`config.mk`:
```
export PLATFORM = sky130hd
export DESIGN_NAME = acc_regs
export DESIGN_NICKNAME = d
export VERILOG_FILES = /design/src/inc/acc_pkg.sv /design/src/core/acc_regs.sv
export SDC_FILE = /design/constraint.sdc
export NUM_CORES = 1
export LEC_CHECK = 0
export BUFFER_PORTS_ARGS = -buffer_cell sky130_fd_sc_hd__buf_2
export CORE_AREA = 2 2 115 117
export DETAILED_ROUTE_END_ITERATION = 6
export DIE_AREA = 0 0 117 119
export PLACE_DENSITY = 0.66
export SLEW_MARGIN = 10
export SYNTH_ARGS = -nofsm -noshare
export SYNTH_HDL_FRONTEND = slang
export SYNTH_SLANG_ARGS = --single-unit
```
`constraint.sdc`:
```
create_clock -name core_clk -period 2.81 [get_ports core_clk]
set_clock_uncertainty 0.05 [all_clocks]
set_input_delay 0.1405 -clock core_clk [delete_from_list [all_inputs] [get_ports core_clk]]
set_output_delay 0.1405 -clock core_clk [all_outputs]
set_load 0.01 [all_outputs]
```
`src/inc/acc_pkg.sv`:
```
// Constants and types for the channel configuration and calibration set.
// Assumes a classic Wishbone slave with 32-bit data, one word per register.
`default_nettype none
package acc_pkg;
    // Register indices; byte address is four times the index
    localparam logic [7:0]  ACC_IDX_CFG      = 8'h13;
    localparam logic [7:0]  ACC_IDX_OCAL_HI  = 8'h14;
    localparam logic [7:0]  ACC_IDX_OCAL_LO  = 8'h15;
    localparam logic [7:0]  ACC_IDX_GCAL_HI  = 8'h16;
    localparam logic [7:0]  ACC_IDX_GCAL_LO  = 8'h17;
    localparam logic [7:0]  ACC_IDX_NEXT_CFG = 8'h18;
    localparam int          ACC_IDX_LSB      = 2;
    localparam int          ACC_IDX_W        = 8;
    localparam int          ACC_REG_W        = 16;
    localparam int          ACC_CAL_W        = 24;
    localparam int          ACC_PHASE_HI     = 15;
    localparam int          ACC_PHASE_LO     = 6;
    localparam int          ACC_DCB_BIT      = 2;
    localparam int          ACC_MUX_HI       = 1;
    localparam int          ACC_LOBYTE_HI    = 15;
    localparam int          ACC_LOBYTE_LO    = 8;
    localparam logic [15:0] ACC_CFG_MASK     = 16'hffc7;
    localparam logic [15:0] ACC_LO_MASK      = 16'hff00;
    localparam logic [15:0] ACC_CFG_RST      = 16'h0000;
    localparam logic [15:0] ACC_OCAL_HI_RST  = 16'h0000;
    localparam logic [15:0] ACC_OCAL_LO_RST  = 16'h0000;
    localparam logic [15:0] ACC_GCAL_HI_RST  = 16'h8000;
    localparam logic [15:0] ACC_GCAL_LO_RST  = 16'h0000;

    typedef enum logic [1:0] {
        ACC_IN_PINS  = 2'h0,
        ACC_IN_SHORT = 2'h1,
        ACC_IN_POS   = 2'h2,
        ACC_IN_NEG   = 2'h3
    } acc_input_sel_t;

    typedef struct packed {
        logic [9:0]     chan_phase_delay;
        logic           chan_dc_block_off;
        acc_input_sel_t chan_input_select;
    } acc_chan_cfg_t;

    typedef struct packed {
        logic [23:0] offset_cal;
        logic [23:0] gain_cal;
    } acc_cal_t;
endpackage : acc_pkg
`default_nettype wire

```
`src/core/acc_regs.sv`:
```
// Channel configuration and calibration registers on a Wishbone slave.
// Assumes a classic Wishbone master on core_clk; one-cycle ack or err per access.
`timescale 1ns/100ps
`default_nettype none
module acc_regs
    import acc_pkg::*;
(
    input  wire logic        core_clk,
    input  wire logic        srst,
    input  wire logic        wb_cyc_i,
    input  wire logic        wb_stb_i,
    input  wire logic        wb_we_i,
    input  wire logic [31:0] wb_adr_i,
    input  wire logic [31:0] wb_dat_i,
    input  wire logic [3:0]  wb_sel_i,
    output logic      [31:0] wb_dat_o,
    output logic             wb_ack_o,
    output logic             wb_err_o,
    input  wire logic        global_dc_block_setting,
    output acc_chan_cfg_t    chan_cfg,
    output acc_cal_t         chan_cal,
    output logic             chan_dc_block_active,
    output logic      [15:0] next_chan_config
);
    // =========================================================
    // Bus decode
    // =========================================================
    logic        req;
    logic [7:0]  idx;
    logic        hit;
    logic        wr;
    logic [15:0] wmask;
    logic [15:0] rd_val;
    logic [15:0] cfg_reg, cfg_next;
    logic [15:0] ocal_hi_reg, ocal_hi_next;
    logic [15:0] ocal_lo_reg, ocal_lo_next;
    logic [15:0] gcal_hi_reg, gcal_hi_next;
    logic [15:0] gcal_lo_reg, gcal_lo_next;
    logic [15:0] ncfg_reg, ncfg_next;
    logic        ack_reg, ack_next;
    logic        err_reg, err_next;
    logic [31:0] dat_reg, dat_next;

    assign req   = wb_cyc_i && wb_stb_i && !ack_reg && !err_reg;
    assign idx   = wb_adr_i[ACC_IDX_LSB +: ACC_IDX_W];
    assign hit   = (wb_adr_i[1:0] == 2'h0) &&
                   (wb_adr_i[31:ACC_IDX_LSB+ACC_IDX_W] == 22'h000000) &&
                   (idx >= ACC_IDX_CFG) && (idx <= ACC_IDX_NEXT_CFG);
    assign wr    = req && hit && wb_we_i;
    assign wmask = {{8{wb_sel_i[1]}}, {8{wb_sel_i[0]}}};

    function automatic logic [15:0] merge(input logic [15:0] old,
                                          input logic [15:0] wd,
                                          input logic [15:0] bm,
                                          input logic [15:0] fm);
        merge = ((old & ~bm) | (wd & bm)) & fm;
    endfunction

    // =========================================================
    // Register next state
    // =========================================================
    always_comb begin
        cfg_next     = cfg_reg;
        ocal_hi_next = ocal_hi_reg;
        ocal_lo_next = ocal_lo_reg;
        gcal_hi_next = gcal_hi_reg;
        gcal_lo_next = gcal_lo_reg;
        ncfg_next    = ncfg_reg;
        if (wr) begin
            case (idx)
                ACC_IDX_CFG: begin
                    cfg_next = merge(cfg_reg, wb_dat_i[15:0], wmask,
                                     ACC_CFG_MASK);
                end
                ACC_IDX_OCAL_HI: begin
                    ocal_hi_next = merge(ocal_hi_reg, wb_dat_i[15:0],
                                         wmask, 16'hffff);
                end
                ACC_IDX_OCAL_LO: begin
                    ocal_lo_next = merge(ocal_lo_reg, wb_dat_i[15:0],
                                         wmask, ACC_LO_MASK);
                end
                ACC_IDX_GCAL_HI: begin
                    gcal_hi_next = merge(gcal_hi_reg, wb_dat_i[15:0],
                                         wmask, 16'hffff);
                end
                ACC_IDX_GCAL_LO: begin
                    gcal_lo_next = merge(gcal_lo_reg, wb_dat_i[15:0],
                                         wmask, ACC_LO_MASK);
                end
                ACC_IDX_NEXT_CFG: begin
                    ncfg_next = merge(ncfg_reg, wb_dat_i[15:0], wmask,
                                      ACC_CFG_MASK);
                end
                default: begin
                    cfg_next = cfg_reg;
                end
            endcase
        end
    end

    // =========================================================
    // Read mux and answer
    // =========================================================
    always_comb begin
        case (idx)
            ACC_IDX_CFG:      rd_val = cfg_reg & ACC_CFG_MASK;
            ACC_IDX_OCAL_HI:  rd_val = ocal_hi_reg;
            ACC_IDX_OCAL_LO:  rd_val = ocal_lo_reg & ACC_LO_MASK;
            ACC_IDX_GCAL_HI:  rd_val = gcal_hi_reg;
            ACC_IDX_GCAL_LO:  rd_val = gcal_lo_reg & ACC_LO_MASK;
            ACC_IDX_NEXT_CFG: rd_val = ncfg_reg & ACC_CFG_MASK;
            default:          rd_val = 16'h0000;
        endcase
        ack_next = req && hit;
        err_next = req && !hit;
        dat_next = dat_reg;
        if (req && hit && !wb_we_i) begin
            dat_next = {16'h0000, rd_val};
        end else if (req) begin
            dat_next = 32'h00000000;
        end
    end

    always_ff @(posedge core_clk) begin
        if (srst) begin
            cfg_reg     <= ACC_CFG_RST;
            ocal_hi_reg <= ACC_OCAL_HI_RST;
            ocal_lo_reg <= ACC_OCAL_LO_RST;
            gcal_hi_reg <= ACC_GCAL_HI_RST;
            gcal_lo_reg <= ACC_GCAL_LO_RST;
            ncfg_reg    <= ACC_CFG_RST;
            ack_reg     <= 1'b0;
            err_reg     <= 1'b0;
            dat_reg     <= 32'h00000000;
        end else begin
            cfg_reg     <= cfg_next;
            ocal_hi_reg <= ocal_hi_next;
            ocal_lo_reg <= ocal_lo_next;
            gcal_hi_reg <= gcal_hi_next;
            gcal_lo_reg <= gcal_lo_next;
            ncfg_reg    <= ncfg_next;
            ack_reg     <= ack_next;
            err_reg     <= err_next;
            dat_reg     <= dat_next;
        end
    end

    assign wb_ack_o = ack_reg;
    assign wb_err_o = err_reg;
    assign wb_dat_o = dat_reg;

    // =========================================================
    // Outputs to the channel datapath
    // =========================================================
    assign chan_cfg.chan_phase_delay  = cfg_reg[ACC_PHASE_HI:ACC_PHASE_LO];
    assign chan_cfg.chan_dc_block_off = cfg_reg[ACC_DCB_BIT];
    assign chan_cfg.chan_input_select =
        acc_input_sel_t'(cfg_reg[ACC_MUX_HI:0]);
    // Per-channel disable overrides the global setting
    assign chan_dc_block_active = global_dc_block_setting &&
                                  !cfg_reg[ACC_DCB_BIT];
    assign chan_cal.offset_cal = {ocal_hi_reg,
        ocal_lo_reg[ACC_LOBYTE_HI:ACC_LOBYTE_LO]};
    assign chan_cal.gain_cal   = {gcal_hi_reg,
        gcal_lo_reg[ACC_LOBYTE_HI:ACC_LOBYTE_LO]};
    assign next_chan_config    = ncfg_reg & ACC_CFG_MASK;

    // =========================================================
    // Checks
    // =========================================================
    property p_cfg_resv;
        @(posedge core_clk) disable iff (srst)
        (cfg_reg & ~ACC_CFG_MASK) == 16'h0000;
    endproperty
    a_cfg_resv: assert property (p_cfg_resv)
        else $error("reserved config bits set");

    property p_dcb;
        @(posedge core_clk) disable iff (srst)
        cfg_reg[ACC_DCB_BIT] |-> !chan_dc_block_active;
    endproperty
    a_dcb: assert property (p_dcb)
        else $error("dc block active while disabled");

    property p_mux;
        @(posedge core_clk) disable iff (srst)
        wr && idx == ACC_IDX_CFG && wb_sel_i[0] |=>
            chan_cfg.chan_input_select == $past(wb_dat_i[1:0]);
    endproperty
    a_mux: assert property (p_mux)
        else $error("input select not written");

    property p_ocal_hi;
        @(posedge core_clk) disable iff (srst)
        wr && idx == ACC_IDX_OCAL_HI && wb_sel_i[1:0] == 2'h3 |=>
            chan_cal.offset_cal[23:8] == $past(wb_dat_i[15:0]);
    endproperty
    a_ocal_hi: assert property (p_ocal_hi)
        else $error("offset high bits wrong");

    property p_ocal_lo;
        @(posedge core_clk) disable iff (srst)
        ocal_lo_reg[7:0] == 8'h00;
    endproperty
    a_ocal_lo: assert property (p_ocal_lo)
        else $error("offset low reserved byte set");

    property p_rst_ocal;
        @(posedge core_clk)
        srst |=> ocal_hi_reg == 16'h0000;
    endproperty
    a_rst_ocal: assert property (p_rst_ocal)
        else $error("offset high reset wrong");

    property p_gcal_hi;
        @(posedge core_clk) disable iff (srst)
        wr && idx == ACC_IDX_GCAL_HI && wb_sel_i[1:0] == 2'h3 |=>
            chan_cal.gain_cal[23:8] == $past(wb_dat_i[15:0]);
    endproperty
    a_gcal_hi: assert property (p_gcal_hi)
        else $error("gain high bits wrong");

    property p_rst_gcal;
        @(posedge core_clk)
        srst |=> chan_cal.gain_cal ==
            {ACC_GCAL_HI_RST, ACC_GCAL_LO_RST[ACC_LOBYTE_HI:ACC_LOBYTE_LO]};
    endproperty
    a_rst_gcal: assert property (p_rst_gcal)
        else $error("gain reset wrong");

    property p_gcal_lo;
        @(posedge core_clk) disable iff (srst)
        wr && idx == ACC_IDX_GCAL_LO && wb_sel_i[1] |=>
            chan_cal.gain_cal[7:0] == $past(wb_dat_i[15:8]) &&
            gcal_lo_reg[7:0] == 8'h00;
    endproperty
    a_gcal_lo: assert property (p_gcal_lo)
        else $error("gain low byte wrong");

    property p_cat;
        @(posedge core_clk) disable iff (srst)
        chan_cal.offset_cal == {ocal_hi_reg, ocal_lo_reg[15:8]};
    endproperty
    a_cat: assert property (p_cat)
        else $error("offset word not concatenated");

    property p_phase;
        @(posedge core_clk) disable iff (srst)
        wr && idx == ACC_IDX_CFG && wb_sel_i[1:0] == 2'h3 |=>
            chan_cfg.chan_phase_delay ==
                $past(wb_dat_i[ACC_PHASE_HI:ACC_PHASE_LO]);
    endproperty
    a_phase: assert property (p_phase)
        else $error("phase delay not written");

    property p_cfg_rd;
        @(posedge core_clk) disable iff (srst)
        req && hit && !wb_we_i && idx == ACC_IDX_CFG |=>
            (wb_dat_o[15:0] & ~ACC_CFG_MASK) == 16'h0000;
    endproperty
    a_cfg_rd: assert property (p_cfg_rd)
        else $error("reserved config bits read back");

    property p_dcb_follow;
        @(posedge core_clk) disable iff (srst)
        !cfg_reg[ACC_DCB_BIT] |->
            chan_dc_block_active == global_dc_block_setting;
    endproperty
    a_dcb_follow: assert property (p_dcb_follow)
        else $error("dc block not following global setting");

    property p_rst_cfg;
        @(posedge core_clk)
        srst |=> chan_cfg.chan_input_select == ACC_IN_PINS &&
            !chan_cfg.chan_dc_block_off;
    endproperty
    a_rst_cfg: assert property (p_rst_cfg)
        else $error("config reset wrong");

    property p_refuse;
        @(posedge core_clk) disable iff (srst)
        req && !hit |=> wb_err_o && !wb_ack_o && $stable(ocal_hi_reg);
    endproperty
    a_refuse: assert property (p_refuse)
        else $error("refused access changed offset high");

    property p_ocal_lo_wr;
        @(posedge core_clk) disable iff (srst)
        wr && idx == ACC_IDX_OCAL_LO && wb_sel_i[1] |=>
            chan_cal.offset_cal[7:0] ==
                $past(wb_dat_i[ACC_LOBYTE_HI:ACC_LOBYTE_LO]);
    endproperty
    a_ocal_lo_wr: assert property (p_ocal_lo_wr)
        else $error("offset low bits wrong");

    property p_gcal_rd;
        @(posedge core_clk) disable iff (srst)
        req && hit && !wb_we_i && idx == ACC_IDX_GCAL_LO |=>
            (wb_dat_o[15:0] & ~ACC_LO_MASK) == 16'h0000;
    endproperty
    a_gcal_rd: assert property (p_gcal_rd)
        else $error("gain low reserved byte read back");

    property p_gain_cat;
        @(posedge core_clk) disable iff (srst)
        chan_cal.gain_cal == {gcal_hi_reg,
            gcal_lo_reg[ACC_LOBYTE_HI:ACC_LOBYTE_LO]};
    endproperty
    a_gain_cat: assert property (p_gain_cat)
        else $error("gain word not concatenated");
endmodule // acc_regs
`default_nettype wire

```
Word level (Yosys, flattened, before mapping)
Cells that the tools add are included.

Flip-flop bits (word level): 92. Input port bits: 74. Output and inout port bits: 112. Logic and storage cells: 59.

Order comparisons: 2. Equality and inequality tests: 6. Multiplexer cells: 3. Bitwise operators: 14. Reduce and logical (&&, ||, !) cells: 25.

Operators with widths (number): $and A16 B16 Y16 (7); $or A16 B16 Y16 (6); $pmux W16 S6 (1); $eq A8 B5 Y1 const B (6); $mux W16 (2); $logic_not A22 Y1 (1); $not A16 Y16 (1); $reduce_and A2 Y1 (6); $logic_and A1 B1 Y1 (11); $ge A8 B5 Y1 const B (1); $le A8 B5 Y1 const B (1); $logic_not A1 Y1 (5); $logic_not A2 Y1 (1); $reduce_bool A2 Y1 (1).

Logic depth before layout (Yosys ltp)
Gate-level depths: netlist of run 1.

Depth in word-level cells: 7. Mapped depth: 8. Gate-level depth less buffers: 5.

Worst setup path after synthesis of run 1
No wires, ideal clock.

Kind: reg-to-reg. From: register err_reg (netlist: wb_err_o). To: register with a tool-made name. Library setup time: 0.128 ns. Arrival: 1.815 ns. Data required time: 2.632 ns. Slack: 0.818 ns. Stages on the path, launching flop included: 7. Buffers on the path: 1. Cells stage by stage: dfxtp_1 -> and4bb_2 -> nand4_1 -> or4_1 -> buf_2 -> mux2i_1 -> nor2_1.

RTL lines: start: declaration (RTL line acc_regs.sv:41) `logic err_reg, err_next;`; start signal: assignment (RTL line acc_regs.sv:144) `err_reg <= err_next;`.

==> results.ini, run 1 <==
[clocking]
clk_path_buf_depth = 2
insertion_delay_ps = 340
hold_buffers = 0
cts_sinks = 92
post_cts_buffers = 0
clk_pin_slew_ps = 60
ctsResizeCount = 0
htree_levels = 3
clockRootBuffer = clkbuf_16
cts_tree = yes
cts_made_buffers = 9

[grt]
groute.usage.overall_pct = 18.0
grt_pass1_vias = 3672
grt_max_degree = 50
antenna_found_initial = 0
global_route.overflow_total = 0
grt_pass1_wl_microns = 19300

[yosys]
ys_warn_count = 0
synth_edf_count = 0
netlist_area_sq_mm = 0.00434
synth_top_area_cell = dfxtp_1
synthTopCellsByArea = dfxtp_1 42%, mux2i_1 21%, nor2_1 6.8%, nor4_4 3.9%, buf_4 3.5%
ys_ff_latch = 92
ys.flop_type = dfxtp_1
synth_top_area_share_pct = 42.5
syn_area_per_cell_sq_um = 10.1
ys_seq_area_share_pct = 42.5
async_reset_ff_share_pct = 0
syn_inst = 431
synth_cell_type_count = 47

[placed_design]
dp_hpwl_microns = 9040
placedInstanceArea_sq_mm = 0.00522
routabilityCongestion = 0.814
io_buffers = 148

[cells_and_area]
final_cell_mix = 148 x buf_2, 92 x dfxtp_1, 89 x mux2i_1
fillerInstances = 1280
utilization_pct = 42.9
layout_commonest_cell = buf_2
n_antenna_cell = 0
syn2layout_area_growth_pct = 27.3
drive_above_1_share_pct = 35.8
fin_area_sq_mm = 0.00552
layout.nets = 656
multiInputGateArea_sq_mm = 0.00228
seq_area_sq_mm = 0.00184

[sta]
period_minus_slack_ps = 2320
tns_ps = 0
final.period_utilization_pct = 82.4
finalSetupViolations = 0
hold_violations = 0
drv_slew = 0
rsz0062_at_grt = no
worstMarginPinSlew_ps = 851
fmax_mhz = 432
holdWs_ps = 8.34
relSlewSlack_pct = 43.1

[power_and_ir_drop]
ir_worst_vdd_uv = 379
powerDensity_mw_per_mm2 = 477
leakage_nw = 2.52

[critical_path]
critPathKind = reg -> reg
crit_required_ps = 2950
end_kind = register
crit_fanout = 8
cp.arrival_ps = 2450
startpoint_type = register

[floorplanning]
coreArea_sq_mm = 0.0129
die_y_microns = 119
die_area_sq_mm = 0.0139
fp-row-count = 42
io_pins = 186
die_w_microns = 117
start_util_pct = 33.7

[route]
routedWlPerCell_microns = 16.2
viasPerCell = 4.91
via_count = 3746
postRouteWirelength_microns = 12400
drcViolationCount = 0
drt-initial-drc-count = 156
ant_nets = 0
drtPass1Iterations = 5

[hold_path]
hold_path.class = in -> reg

[flow_run]
drv_cap = 0

[status]
status = completed

[path summary, 6_finish.rpt]
check / startpoint / to / slack, ps / cells past startpoint
worst max-delay path: wb_err_o / register / 490 / 5
worst min-delay path: wb_dat_i[5] / register / 8 / 3
worst max register to register: wb_err_o / register / 490 / 5
worst min register to register: wb_dat_o[6] / wb_dat_o[6] / 400 / 2
[area by class of cell]
cell class              instances  area share, %
flip-flops and latches         92           33.4
clock inverters                 4          0.544
repair buffers                165           16.0
clock buffers                  12           4.83
multi-input cells             314           41.3
well taps                     176           3.99
[power breakdown]
group	leakage (nW)	switching (W)	internal, W	total [W]
logic	1.63	0.0000974	0.0000540	0.000151
clock network	0.146	0.000500	0.000677	0.00118
registers	0.741	0.000000388	0.00130	0.00130
[metrics by stage]
stage | std cells | setup slack, ps | total power (W)
final | 763 | 494 | 0.00263
after global routing | 763 | 330 | 0.00274
after CTS | 763 | 460 | 0.00266
after detailed placement | 747 | 465 | 0.00148
after global placement | 747 | 504 | 0.00148
after floorplan | 449 | 818 | 0.00143
[cells by family after synthesis]
logic type	count (synthesis)	synth area share, %
AND/OR/NAND/NOR	149	20.2
multiplexers	97	22.6
flip-flops	92	42.5
AO/OA/AOI/OAI	49	8.02
buffers and inverters	43	6.61
other	1	0.0865
[worst max-delay path, stage by stage (launching register included)]
cell	delay (ps)
dfxtp_1	320
and4bb_2	390
nand4_1	270
or4_1	820
mux2i_1	270
nor2_1	60
[synthesized netlist by cell type (all sizes together) (5+ instances only)]
library cell and instances:
dfxtp 92, o22ai 7, buf 25, mux2 8, a22o 7, nand2 20, clkbuf 18, a21oi 14
nor4 14, a222oi 5, nor2 79, mux2i 89, o21ai 8
[per-layer routing]
metal  part of all wire, %  wire length, microns  track usage (%)  vias up
li1                      -                     -                -     1796
met1                    43                  5270             22.1     1781
met2                    48                  5950             30.0      155
met3                   7.9                   971             5.55       14
met4                   1.4                   174             5.00        0
met5                     0                     0                0        -
Power figures use the tool's default switching activity.
==> run 2: changes to the inputs <==
- clock period: 2.81 -> 2.3 ns (I/O delays scaled with it)
==> results.ini, run 2 (synthesized netlist as in run 1, its figures left out) <==
[grt]
global_route.overflow_total = 0  ; unchanged
groute.usage.overall_pct = 18.0  ; about the same
grt_pass1_vias = 3750  ; was 3,672
grt_pass1_wl_microns = 19400  ; was 19,300 microns
grt_max_degree = 45  ; was 50
antenna_found_initial = 1  ; was 0

[clocking]
cts_sinks = 92  ; unchanged
htree_levels = 3  ; unchanged
insertion_delay_ps = 330  ; was 340 ps
cts_made_buffers = 9  ; unchanged
clk_path_buf_depth = 2  ; unchanged
post_cts_buffers = 0  ; unchanged
clockRootBuffer = clkbuf_16  ; unchanged
clk_pin_slew_ps = 70  ; was 60 ps
ctsResizeCount = 0  ; unchanged
cts_tree = yes  ; unchanged

[floorplanning]
start_util_pct = 33.7  ; unchanged
die_area_sq_mm = 0.0139  ; unchanged
die_y_microns = 119  ; unchanged
io_pins = 186  ; unchanged
fp-row-count = 42  ; unchanged
coreArea_sq_mm = 0.0129  ; unchanged
die_w_microns = 117  ; unchanged

[sta]
period_minus_slack_ps = 1980  ; was 2320 ps
hold_violations = 0  ; unchanged
finalSetupViolations = 0  ; unchanged
fmax_mhz = 506  ; was 432 MHz
final.period_utilization_pct = 86.0  ; was 82.4%
finalWorstSetupSlack_ps = 322  ; was 494 ps
relSlewSlack_pct = 47.1  ; was 43.1%
rsz0062_at_grt = no  ; unchanged
tns_ps = 0  ; unchanged
worstMarginPinSlew_ps = 794  ; was 851 ps
drv_slew = 0  ; unchanged

[route]
viasPerCell = 4.85  ; was 4.91
postRouteWirelength_microns = 12500  ; was 12,400 microns
drtPass1Iterations = 7  ; was 5
routedWlPerCell_microns = 16.1  ; was 16.2 microns
drt-initial-drc-count = 217  ; was 156
ant_nets = 0  ; unchanged
via_count = 3788  ; was 3,746
drcViolationCount = 0  ; unchanged

[cells_and_area]
layout.nets = 673  ; was 656
multiInputGateArea_sq_mm = 0.00228  ; unchanged
layout_commonest_cell = buf_2  ; unchanged
final_cell_mix = 148 x buf_2, 92 x dfxtp_1, 89 x mux2i_1  ; unchanged
drive_above_1_share_pct = 36.8  ; was 35.8%
fillerInstances = 1281  ; was 1,280
syn2layout_area_growth_pct = 29.8  ; was 27.3%
seq_area_sq_mm = 0.00184  ; unchanged

[placed_design]
dp_hpwl_microns = 9390  ; was 9040 microns
post-place-ws_ps = 250  ; was 465 ps
routabilityCongestion = 0.813  ; was 0.814
io_buffers = 148  ; unchanged

[power_and_ir_drop]
powerDensity_mw_per_mm2 = 563  ; was 477 mW/mm^2
leakage_nw = 2.58  ; was 2.52 nW
total_power_w = 0.00317  ; was 0.00263 W
internal_power_w = 0.00241  ; was 0.00204 W
power.share.sequential_pct = 50.3  ; was 49.5%
p_sw_share_pct = 23.9  ; was 22.7%
clkPwrFrac_pct = 43.6  ; was 44.7%
ir_worst_vdd_uv = 424  ; was 379 uV
combinationalPowerShare_pct = 6.1  ; was 5.8%
switching_power_w = 0.000756  ; was 0.000598 W

[critical_path]
end_kind = register  ; unchanged
startpoint_type = register  ; unchanged
crit_required_ps = 2450  ; was 2950 ps
crit_fanout = 8  ; unchanged
critPathKind = reg -> reg  ; unchanged
cp.arrival_ps = 2120  ; was 2450 ps

[flow_run]
drv_cap = 0  ; unchanged

[status]
status = completed  ; unchanged

[hold_path]
hold_path.class = in -> reg  ; unchanged

-- run 2: repair_timing --
action	in CTS	in global routing
hold buffers	4	0
setup endpoints to repair	0	0
endpoints found under the hold margin	7	0
-- run 2: cell type report --
cell class | count | share of cell area (%)
clock inverter | 6 | 0.823
antenna | 1 | 0.0445
multi-input combinational | 314 | 40.5
sequential | 92 | 32.7
clock buffer | 10 | 4.07
timing repair buffer | 182 | 17.9
tap | 176 | 3.91
-- run 2: final timing paths --
| path | start | end | slack, ps | cells after the start |
|---|---|---|---|---|
| setup / recovery | wb_err_o | register | 320 | 6 |
| hold / removal | wb_dat_i[7] | register | 20 | 3 |
| setup reg to reg | wb_err_o | register | 320 | 6 |
| hold reg to reg | wb_dat_o[9] | wb_dat_o[9] | 400 | 2 |
-- run 2: critical path, stage by stage (launching register included) --
cell	delay [ps]
dfxtp_1	330
and4bb_2	390
nand4_1	160
or4_1	490
buf_4	210
mux2i_1	170
nor2_1	50
-- run 2: per-stage QoR --
stage,area [sq um],cells,util [%],hold WS (ps)
finish,5630,781,43.7,19.4
global route,5630,781,43.7,26.2
CTS,5620,780,43.7,13.3
detailed placement,5310,760,41.2,322
global placement,5310,760,41.2,313
floorplan,4400,449,-,183
-- run 2: power by group through the flow --
stage               clock (W)  combinational (W)  sequential [W]
global placement            0           0.000182         0.00163
finish                0.00138           0.000193         0.00159
floorplan                   0           0.000122         0.00163
global route          0.00147           0.000213         0.00159
detailed placement          0           0.000188         0.00163
CTS                   0.00142           0.000193         0.00159
-- run 2: metal layers --
layer	GRT usage [%]	wire, microns
met1	21.9	5290
met2	30.1	6100
met3	5.45	995
met4	5.66	159
met5	0	0
